### src/tefs_pkg.sv
// Package with register map, field layout and reset values of the timer event flag block.
package tefs_pkg;

  // ----------------------------------------------------------------
  // Register map
  // ----------------------------------------------------------------
  localparam logic [3:0] TEFS_OFS_CMP_B   = 4'h0;
  localparam logic [3:0] TEFS_OFS_WRAP    = 4'h4;
  localparam logic [3:0] TEFS_OFS_EVT     = 4'h8;
  localparam logic [3:0] TEFS_OFS_MASK    = 4'hC;
  localparam int         TEFS_ADDR_W      = 4;

  // ----------------------------------------------------------------
  // Field layout of both status registers
  // ----------------------------------------------------------------
  localparam int         TEFS_NCH         = 3;
  localparam int         TEFS_FLAG_LSB    = 0;
  localparam int         TEFS_EN_LSB      = 4;
  localparam int         TEFS_RSV_HI      = 7;
  localparam int         TEFS_RSV_LO      = 3;
  localparam int         TEFS_CH_UNDER    = 2;
  localparam logic [7:0] TEFS_STAT_RESET  = 8'h88;
  localparam logic [7:0] TEFS_RSV_MASK    = 8'h88;

  // Sticky event register: bits 2..0 compare-B, bits 5..3 wrap.
  localparam int         TEFS_EVT_W       = 6;
  localparam int         TEFS_EVT_WRAP_LSB = 3;

  // ----------------------------------------------------------------
  // Bus answers
  // ----------------------------------------------------------------
  localparam logic [1:0] TEFS_RESP_OKAY   = 2'h0;
  localparam logic [1:0] TEFS_RESP_SLVERR = 2'h2;
  localparam logic [31:0] TEFS_RDATA_ZERO = 32'h0000_0000;

  // Layout of one 8-bit status register.
  typedef struct packed {
    logic       rsv_hi;
    logic [2:0] irq_en;
    logic       rsv_lo;
    logic [2:0] flag;
  } tefs_stat_s;

  // Event inputs of all four kinds, one bit per channel; wrap_down has a single bit.
  typedef struct packed {
    logic [2:0] cmp_match;
    logic [2:0] cmp_capture;
    logic [2:0] wrap_up;
    logic       wrap_down;
  } tefs_evt_s;

endpackage

### src/tefs_top.sv
// Event flag, interrupt enable and AXI4-Lite register logic of a three-channel 16-bit timer.
//
// Operation
// RULE1 - The compare-B status register is 8 bits and becomes 0x88 on reset and on standby entry.
// RULE2 - The counter wrap status register is 8 bits and becomes 0x88 on reset and on standby entry.
// RULE3 - Bits 7 and 3 of both status registers read as 1 and ignore writes.
// RULE4 - Bits 6..4 of the compare-B register enable the compare-B requests of channels 2..0 and reset to 0.
// RULE5 - Bits 2..0 of the compare-B register are the compare-B flags of channels 2..0 and reset to 0.
// RULE6 - A compare-B flag sets when the counter equals general register B in compare use.
// RULE7 - A compare-B flag sets when a capture copies the counter into general register B.
// RULE8 - A compare-B flag clears only when software reads it as 1 and then writes 0 to it.
// RULE9 - Writing 1 to a flag bit leaves it unchanged.
// RULE10 - Bits 6..4 of the wrap register enable the wrap requests of channels 2..0 and reset to 0.
// RULE11 - Each request is high only while its flag and its enable are both 1; here each request is registered and follows them one cycle later.
// RULE12 - The channel 2 wrap flag sets when its counter wraps up or down through 0xFFFF and 0x0000.
// RULE13 - Underflow counts only on channel 2 and only while phase counting is selected.
// RULE14 - The channel 1 and 0 wrap flags set only on an upward wrap from 0xFFFF to 0x0000.
// RULE15 - Wrap flags reset to 0 and clear only when read as 1 and then written 0.
// RULE16 - With the direction bit 0 the channel 2 wrap flag sets on both wraps, with 1 on overflow only.
// RULE17 - A set event in the cycle of a clearing write leaves the flag set.
`timescale 1ns/10ps

module tefs_top
  import tefs_pkg::*;
(
  input  wire logic                   CLK_SYS,
  input  wire logic                   RESETN,
  input  wire logic                   CE,
  input  wire logic                   STANDBY,
  input  wire logic [2:0]             CMP_B_MATCH,
  input  wire logic [2:0]             CMP_B_CAPTURE,
  input  wire logic [2:0]             WRAP_UP,
  input  wire logic                   WRAP_DOWN_CH2,
  input  wire logic                   PHASE_COUNT_SELECT,
  input  wire logic                   WRAP_FLAG_DIRECTION,
  input  wire logic [31:0]            AWADDR,
  input  wire logic [2:0]             AWPROT,
  input  wire logic                   AWVALID,
  output logic                        AWREADY,
  input  wire logic [31:0]            WDATA,
  input  wire logic [3:0]             WSTRB,
  input  wire logic                   WVALID,
  output logic                        WREADY,
  output logic [1:0]                  BRESP,
  output logic                        BVALID,
  input  wire logic                   BREADY,
  input  wire logic [31:0]            ARADDR,
  input  wire logic [2:0]             ARPROT,
  input  wire logic                   ARVALID,
  output logic                        ARREADY,
  output logic [31:0]                 RDATA,
  output logic [1:0]                  RRESP,
  output logic                        RVALID,
  input  wire logic                   RREADY,
  output logic [2:0]                  CMP_B_IRQ,
  output logic [2:0]                  WRAP_IRQ,
  output logic                        IRQ
);

  // ----------------------------------------------------------------
  // Address decoding
  // ----------------------------------------------------------------
  function automatic logic [3:0] reg_hit(input logic [31:0] addr);
    logic [3:0] hit;
    hit    = 4'h0;
    if (addr[31:TEFS_ADDR_W] == '0) begin
      hit[0] = (addr[TEFS_ADDR_W-1:0] == TEFS_OFS_CMP_B);
      hit[1] = (addr[TEFS_ADDR_W-1:0] == TEFS_OFS_WRAP);
      hit[2] = (addr[TEFS_ADDR_W-1:0] == TEFS_OFS_EVT);
      hit[3] = (addr[TEFS_ADDR_W-1:0] == TEFS_OFS_MASK);
    end
    return hit;
  endfunction

  logic                  awready_q, awready_d;
  logic                  wready_q,  wready_d;
  logic                  bvalid_q,  bvalid_d;
  logic [1:0]            bresp_q,   bresp_d;
  logic                  arready_q, arready_d;
  logic                  rvalid_q,  rvalid_d;
  logic [1:0]            rresp_q,   rresp_d;
  logic [31:0]           rdata_q,   rdata_d;
  logic [31:0]           awaddr_q;
  logic [31:0]           wdata_q;
  logic [3:0]            wstrb_q;
  logic [3:0]            rd_sel_q;

  wire aw_fire   = AWVALID & awready_q;
  wire w_fire    = WVALID & wready_q;
  wire ar_fire   = ARVALID & arready_q;
  wire wr_go     = ~awready_q & ~wready_q & ~bvalid_q;
  wire [3:0] wr_hit = reg_hit(awaddr_q) & {4{wr_go & wstrb_q[0]}};
  wire [3:0] rd_hit = reg_hit(ARADDR) & {4{ar_fire}};
  wire wr_mapped = (reg_hit(awaddr_q) != 4'h0);
  wire [3:0] wr_dec = reg_hit(awaddr_q);
  wire rd_mapped = (reg_hit(ARADDR) != 4'h0);

  // ----------------------------------------------------------------
  // Status registers
  // ----------------------------------------------------------------
  logic [2:0] cmp_flag_q, cmp_flag_d, cmp_arm_q, cmp_arm_d, cmp_en_q, cmp_en_d;
  logic [2:0] wrap_flag_q, wrap_flag_d, wrap_arm_q, wrap_arm_d, wrap_en_q, wrap_en_d;
  logic [2:0] cmp_set, wrap_set, cmp_clr, wrap_clr;
  logic [TEFS_EVT_W-1:0] evt_q, evt_d, mask_q, mask_d;
  logic [2:0] cmp_irq_q, wrap_irq_q;
  logic       irq_q;
  tefs_stat_s cmp_view, wrap_view;

  // Underflow only exists in phase counting mode and is dropped when the direction bit asks for overflow only.
  wire under_ok = WRAP_DOWN_CH2 & PHASE_COUNT_SELECT & ~WRAP_FLAG_DIRECTION;  // [RULE13] [RULE16]

  genvar g;
  generate
    for (g = 0; g < TEFS_NCH; g++) begin : g_ch
      assign cmp_set[g]  = CMP_B_MATCH[g] | CMP_B_CAPTURE[g];  // [RULE6] [RULE7]
      if (g == TEFS_CH_UNDER) begin : g_up_down
        assign wrap_set[g] = WRAP_UP[g] | under_ok;  // [RULE12]
      end else begin : g_up_only
        assign wrap_set[g] = WRAP_UP[g];  // [RULE14]
      end
      // A written 0 clears only a flag that was read as 1 before; a written 1 never touches it.
      assign cmp_clr[g]  = wr_hit[0] & ~wdata_q[TEFS_FLAG_LSB+g] & cmp_arm_q[g];  // [RULE8] [RULE9]
      assign wrap_clr[g] = wr_hit[1] & ~wdata_q[TEFS_FLAG_LSB+g] & wrap_arm_q[g];  // [RULE15] [RULE9]
      // The set term is ORed last so an event beats a clear in the same cycle.
      assign cmp_flag_d[g]  = cmp_set[g] | (cmp_flag_q[g] & ~cmp_clr[g]);  // [RULE17]
      assign wrap_flag_d[g] = wrap_set[g] | (wrap_flag_q[g] & ~wrap_clr[g]);  // [RULE17]
      // Any write to the register ends the read-then-write pairing.
      assign cmp_arm_d[g]  = rd_hit[0] ? cmp_flag_q[g] : (wr_go & wr_dec[0]) ? 1'b0 : cmp_arm_q[g];
      assign wrap_arm_d[g] = rd_hit[1] ? wrap_flag_q[g] : (wr_go & wr_dec[1]) ? 1'b0 : wrap_arm_q[g];
    end
  endgenerate

  assign cmp_en_d  = wr_hit[0] ? wdata_q[TEFS_EN_LSB +: 3] : cmp_en_q;  // [RULE4]
  assign wrap_en_d = wr_hit[1] ? wdata_q[TEFS_EN_LSB +: 3] : wrap_en_q;  // [RULE10]

  // Reserved positions are constants in the read view, so writes cannot reach them.
  assign cmp_view  = '{rsv_hi: 1'b1, irq_en: cmp_en_q, rsv_lo: 1'b1, flag: cmp_flag_q};  // [RULE3]
  assign wrap_view = '{rsv_hi: 1'b1, irq_en: wrap_en_q, rsv_lo: 1'b1, flag: wrap_flag_q};  // [RULE3]

  // ----------------------------------------------------------------
  // Sticky event status and mask for the summary interrupt
  // ----------------------------------------------------------------
  wire [TEFS_EVT_W-1:0] evt_in  = {wrap_set, cmp_set};
  wire [TEFS_EVT_W-1:0] evt_w1c = wr_hit[2] ? wdata_q[TEFS_EVT_W-1:0] : '0;
  assign evt_d  = evt_in | (evt_q & ~evt_w1c);
  assign mask_d = wr_hit[3] ? wdata_q[TEFS_EVT_W-1:0] : mask_q;

  // ----------------------------------------------------------------
  // AXI4-Lite channel control
  // ----------------------------------------------------------------
  wire b_done = bvalid_q & BREADY;
  wire r_done = rvalid_q & RREADY;

  assign awready_d = aw_fire ? 1'b0 : (b_done ? 1'b1 : awready_q);
  assign wready_d  = w_fire ? 1'b0 : (b_done ? 1'b1 : wready_q);
  assign bvalid_d  = wr_go ? 1'b1 : (b_done ? 1'b0 : bvalid_q);
  assign bresp_d   = wr_go ? (wr_mapped ? TEFS_RESP_OKAY : TEFS_RESP_SLVERR) : bresp_q;
  assign arready_d = ar_fire ? 1'b0 : (r_done ? 1'b1 : arready_q);
  assign rvalid_d  = ar_fire ? 1'b1 : (r_done ? 1'b0 : rvalid_q);
  assign rresp_d   = ar_fire ? (rd_mapped ? TEFS_RESP_OKAY : TEFS_RESP_SLVERR) : rresp_q;

  wire [31:0] rd_mux = rd_hit[0] ? {24'h00_0000, cmp_view} :
                       rd_hit[1] ? {24'h00_0000, wrap_view} :
                       rd_hit[2] ? {26'h000_0000, evt_q} :
                       rd_hit[3] ? {26'h000_0000, mask_q} : TEFS_RDATA_ZERO;
  assign rdata_d = ar_fire ? rd_mux : rdata_q;

  // ----------------------------------------------------------------
  // Registers
  // ----------------------------------------------------------------
  always_ff @(posedge CLK_SYS) begin
    if (!RESETN) begin
      awready_q <= 1'b1;
      wready_q  <= 1'b1;
      bvalid_q  <= 1'b0;
      bresp_q   <= TEFS_RESP_OKAY;
      arready_q <= 1'b1;
      rvalid_q  <= 1'b0;
      rresp_q   <= TEFS_RESP_OKAY;
      rdata_q   <= TEFS_RDATA_ZERO;
      awaddr_q  <= 32'h0000_0000;
      wdata_q   <= 32'h0000_0000;
      wstrb_q   <= 4'h0;
      rd_sel_q  <= 4'h0;
    end else if (CE) begin
      awready_q <= awready_d;
      wready_q  <= wready_d;
      bvalid_q  <= bvalid_d;
      bresp_q   <= bresp_d;
      arready_q <= arready_d;
      rvalid_q  <= rvalid_d;
      rresp_q   <= rresp_d;
      rdata_q   <= rdata_d;
      if (aw_fire) begin
        awaddr_q <= AWADDR;
      end
      if (w_fire) begin
        wdata_q <= WDATA;
        wstrb_q <= WSTRB;
      end
      if (ar_fire) begin
        rd_sel_q <= rd_hit;
      end
    end
  end

  // Reset and standby both return the status registers to their initial state.
  always_ff @(posedge CLK_SYS) begin
    if (!RESETN || (CE && STANDBY)) begin
      cmp_flag_q  <= TEFS_STAT_RESET[TEFS_FLAG_LSB +: 3];  // [RULE1] [RULE5]
      cmp_en_q    <= TEFS_STAT_RESET[TEFS_EN_LSB +: 3];  // [RULE1] [RULE4]
      cmp_arm_q   <= 3'h0;
      wrap_flag_q <= TEFS_STAT_RESET[TEFS_FLAG_LSB +: 3];  // [RULE2] [RULE15]
      wrap_en_q   <= TEFS_STAT_RESET[TEFS_EN_LSB +: 3];  // [RULE2] [RULE10]
      wrap_arm_q  <= 3'h0;
    end else if (CE) begin
      cmp_flag_q  <= cmp_flag_d;
      cmp_en_q    <= cmp_en_d;
      cmp_arm_q   <= cmp_arm_d;
      wrap_flag_q <= wrap_flag_d;
      wrap_en_q   <= wrap_en_d;
      wrap_arm_q  <= wrap_arm_d;
    end
  end

  always_ff @(posedge CLK_SYS) begin
    if (!RESETN) begin
      evt_q      <= '0;
      mask_q     <= '0;
      cmp_irq_q  <= 3'h0;
      wrap_irq_q <= 3'h0;
      irq_q      <= 1'b0;
    end else if (CE) begin
      evt_q      <= evt_d;
      mask_q     <= mask_d;
      cmp_irq_q  <= cmp_flag_q & cmp_en_q;  // [RULE11]
      wrap_irq_q <= wrap_flag_q & wrap_en_q;  // [RULE11]
      irq_q      <= |(evt_q & mask_q);
    end
  end

  assign AWREADY   = awready_q;
  assign WREADY    = wready_q;
  assign BVALID    = bvalid_q;
  assign BRESP     = bresp_q;
  assign ARREADY   = arready_q;
  assign RVALID    = rvalid_q;
  assign RRESP     = rresp_q;
  assign RDATA     = rdata_q;
  assign CMP_B_IRQ = cmp_irq_q;
  assign WRAP_IRQ  = wrap_irq_q;
  assign IRQ       = irq_q;
endmodule

### config.mk
export PLATFORM = sky130hd
export DESIGN_NAME = tefs_top
export DESIGN_NICKNAME = d
export VERILOG_FILES = /design/src/tefs_pkg.sv /design/src/tefs_top.sv
export SDC_FILE = /design/constraint.sdc
export NUM_CORES = 1
export LEC_CHECK = 0
export BUFFER_PORTS_ARGS = -buffer_cell sky130_fd_sc_hd__buf_2
export CORE_AREA = 2 2 130 69
export DETAILED_ROUTE_END_ITERATION = 12
export DIE_AREA = 0 0 132 71
export PLACE_DENSITY = 0.88
export SYNTH_ARGS = -nofsm -noshare
export SYNTH_HDL_FRONTEND = slang
export SYNTH_SLANG_ARGS = --single-unit
### constraint.sdc
create_clock -name CLK_SYS -period 3.1 [get_ports CLK_SYS]
set_clock_uncertainty 0.1 [all_clocks]
set_input_delay 0.31 -clock CLK_SYS [delete_from_list [all_inputs] [get_ports CLK_SYS]]
set_output_delay 0.31 -clock CLK_SYS [all_outputs]
set_load 0.01 [all_outputs]
==> metrics.yaml <==
status:
  run_status: "finished clean"
clock_network:
  cts_setup_buffers: 0
  numCtsBuffers: 9
  cts-resized-gates: 0
  cts_buffer_depth: 2
  cts_tree: "yes"
  clockRootBuffer: "clkbuf_16"
  hold_buffers: 0
  cts_sinks: 92
  cts.clk_slew.worst_paths_ns: 0.06
  clk_latency_ns: 0.34
  htree_num_levels: 3
detailed_routing:
  firstDrtPassIters: 6
  wirelength_mm: 11.24
  ant_nets: 0
  via_per_inst: 5.452
  post_drt_wl_per_cell_um: 15.74
  num_vias: 3893
  drtIter0Drc: 410
  post-route-drc-count: 0
die:
  ios: 175
  die_x_um: 132
  core_mm2: 0.008318
  dieArea_mm2: 0.009372
  die_y_um: 71
  start_util_pct: 48.83
  rows: 24
power:
  power_mw: 2.707
  max-vdd-ir-drop_uv: 359.5
  power_density_mw_per_mm2: 547.8
  leakage_nw: 2.013
grt:
  grt_util_all_layers_pct: 24.88
  antenna_found_initial: 0
  grt_pass1_wl_mm: 18.36
  grt_pass1_vias: 3627
  grt-ovfl-total: 0
  grt_start_max_net_pins: 41
setup_path:
  endpoint_kind: "register"
  critical_path_required_ns: 3.21
  critPathKind: "reg2reg"
  arrival_ns: 2.40
  worstSetupStartpointType: "register"
  cp_max_fo: 5
place:
  port-buffer-count: 114
  dp_hpwl_mm: 8.543
  pre_cts_ws_ns: 0.7701
  gp_congestion: 0.9276
  dp.cells: 698
  place_area_mm2: 0.004623
yosys:
  avgSynthCellArea_um2: 8.289
  synth_ff_type: "dfxtp_1"
  ys_ff_latch: 92
  synth_edf_count: 0
  synth_cell_types: 46
  synth-seq-area-share_pct: 45.35
  syn_area_mm2: 0.004061
  yosysWarnings: 0
  synthArstFlopShare_pct: 0
  synth_cells: 490
final_layout:
  area_delta_synth_final_pct: 21.69
  multi_input_area_mm2: 0.001984
  n_antenna_cell: 0
  design_area_mm2: 0.004942
  fin_nets: 719
  fillers: 780
  final_cells: 714
  post-route-util_pct: 59.42
  drive_gt1_share_pct: 25.29
  seqCellArea_mm2: 0.001842
sta:
  finalCritPeriodShare_pct: 73.83
  finalSetupViolations: 0
  worst_hold_slack_ns: 0.1058
  min_period_ns: 2.289
  worstMarginPinSlew_ns: 0.7083
  rsz0062_at_grt: "no"
  fmax_mhz: 436.9
  relSlewSlack_pct: 52.42
  fin_setup_tns_ns: 0
  drv_slew: 0
  final_hold_viol_count: 0
  fin_ws_ns: 0.8114
run:
  drv_cap: 0
worst_hold_path:
  hold_path_class: "in2reg"
==> path summary, 6_finish.rpt <==
path	from	endpoint	slack, ns	depth (start not counted)
min reg2reg	RDATA[7]$_SDFFE_PN0P_	RDATA[7]$_SDFFE_PN0P_	0.35	2
max reg2reg	awaddr_q[23]$_SDFFE_PN0P_	cmp_en_q[2]$_SDFFE_PP0P_	0.81	5
max	awaddr_q[23]$_SDFFE_PN0P_	cmp_en_q[2]$_SDFFE_PP0P_	0.81	5
min	AWADDR[31]	awaddr_q[31]$_SDFFE_PN0P_	0.11	3
==> critical path, cell delays in order, from the launching register on <==
cell     delay, ns
dfxtp_1       0.32
nor4_1        0.43
nand4_1       0.38
nor3_2        0.61
mux2i_1       0.26
nor2_1        0.05
==> metal layers <==
layer	GRT usage [%]	part of all wire, %	up-vias
met3	7.742	10	13
met4	9.058	1.3	0
li1	-	-	1889
met1	35.89	46	1812
met5	0	0	-
met2	34.95	42	179
==> kinds of logic (layout without fill, tap and decap cells) <==
| family | after synthesis | after routing | synth area share, % |
|---|---|---|---|
| AOI/OAI and AO/OA | 118 | 118 | 17.28 |
| buffers and inverters | 61 | 143 | 8.102 |
| DFF | 92 | 92 | 45.35 |
| muxes | 19 | 19 | 4.837 |
| other | 1 | 26 | 0.09233 |
| and+or+nand+nor | 199 | 199 | 24.34 |
==> synthesized netlist by cell type, types with 6 or more instances <==
| cell | n | area share, % |
|---|---|---|
| buf_4 | 26 | 4.8 |
| o21ai_0 | 16 | 2.0 |
| nand2_1 | 102 | 9.4 |
| dfxtp_1 | 92 | 45 |
| nand2b_1 | 8 | 1.2 |
| a31oi_1 | 10 | 1.5 |
| nand4_1 | 6 | 0.92 |
| mux2i_1 | 14 | 3.5 |
| clkbuf_1 | 24 | 2.2 |
| nand3_1 | 15 | 1.8 |
| inv_1 | 8 | 0.74 |
| a21oi_1 | 64 | 7.9 |
| nor4_1 | 13 | 2.0 |
| nor2_1 | 18 | 1.7 |
==> power breakdown <==
part / leakage (nW) / total [mW] / switching (mW) / internal [mW]
Sequential: 0.749 / 1.26 / 0.0377 / 1.22
Combinational: 1.11 / 0.276 / 0.170 / 0.106
Clock: 0.153 / 1.17 / 0.442 / 0.727
Total: 2.01 / 2.71 / 0.650 / 2.06
==> cell usage in the layout, fill, tap and decap left out, drive strengths merged, types with 5 or more instances in the layout <==
| cell | instances |
|---|---|
| buf | 119 |
| nand2 | 102 |
| dfxtp | 92 |
| a21oi | 64 |
| conb | 26 |
| nor2 | 21 |
| o21ai | 16 |
| nand3 | 15 |
| nor4 | 15 |
| mux2i | 14 |
| clkbuf | 12 |
| a31oi | 10 |
| nand2b | 8 |
| inv | 7 |
| nand4 | 6 |
| nor3 | 6 |
| nand3b | 5 |
| mux2 | 5 |
| a222oi | 5 |
| or3 | 5 |
| a31o | 5 |
==> final cells by class <==
type | instances | area share [%]
repair buffers | 119 | 12.56
clock buffers | 12 | 4.987
well taps | 117 | 2.962
flip-flops and latches | 92 | 37.27
clock inverters | 4 | 1.468
multi-input cells | 362 | 40.15
inverters | 8 | 0.6076
==> flip-flops by register name, summed over array words and instances (netlist names) <==
name         flops
mask_q           6
wrap_arm_q       3
wdata_q          7
cmp_en_q         3
IRQ              1
ARREADY          1
RRESP            1
wrap_en_q        3
WRAP_IRQ         3
wstrb_q          1
cmp_arm_q        3
evt_q            6
AWREADY          1
RDATA            8
wrap_flag_q      3
cmp_flag_q       3
BVALID           1
CMP_B_IRQ        3
WREADY           1
BRESP            1
RVALID           1
awaddr_q        32
No activity file was read; power rests on OpenSTA's default activity.
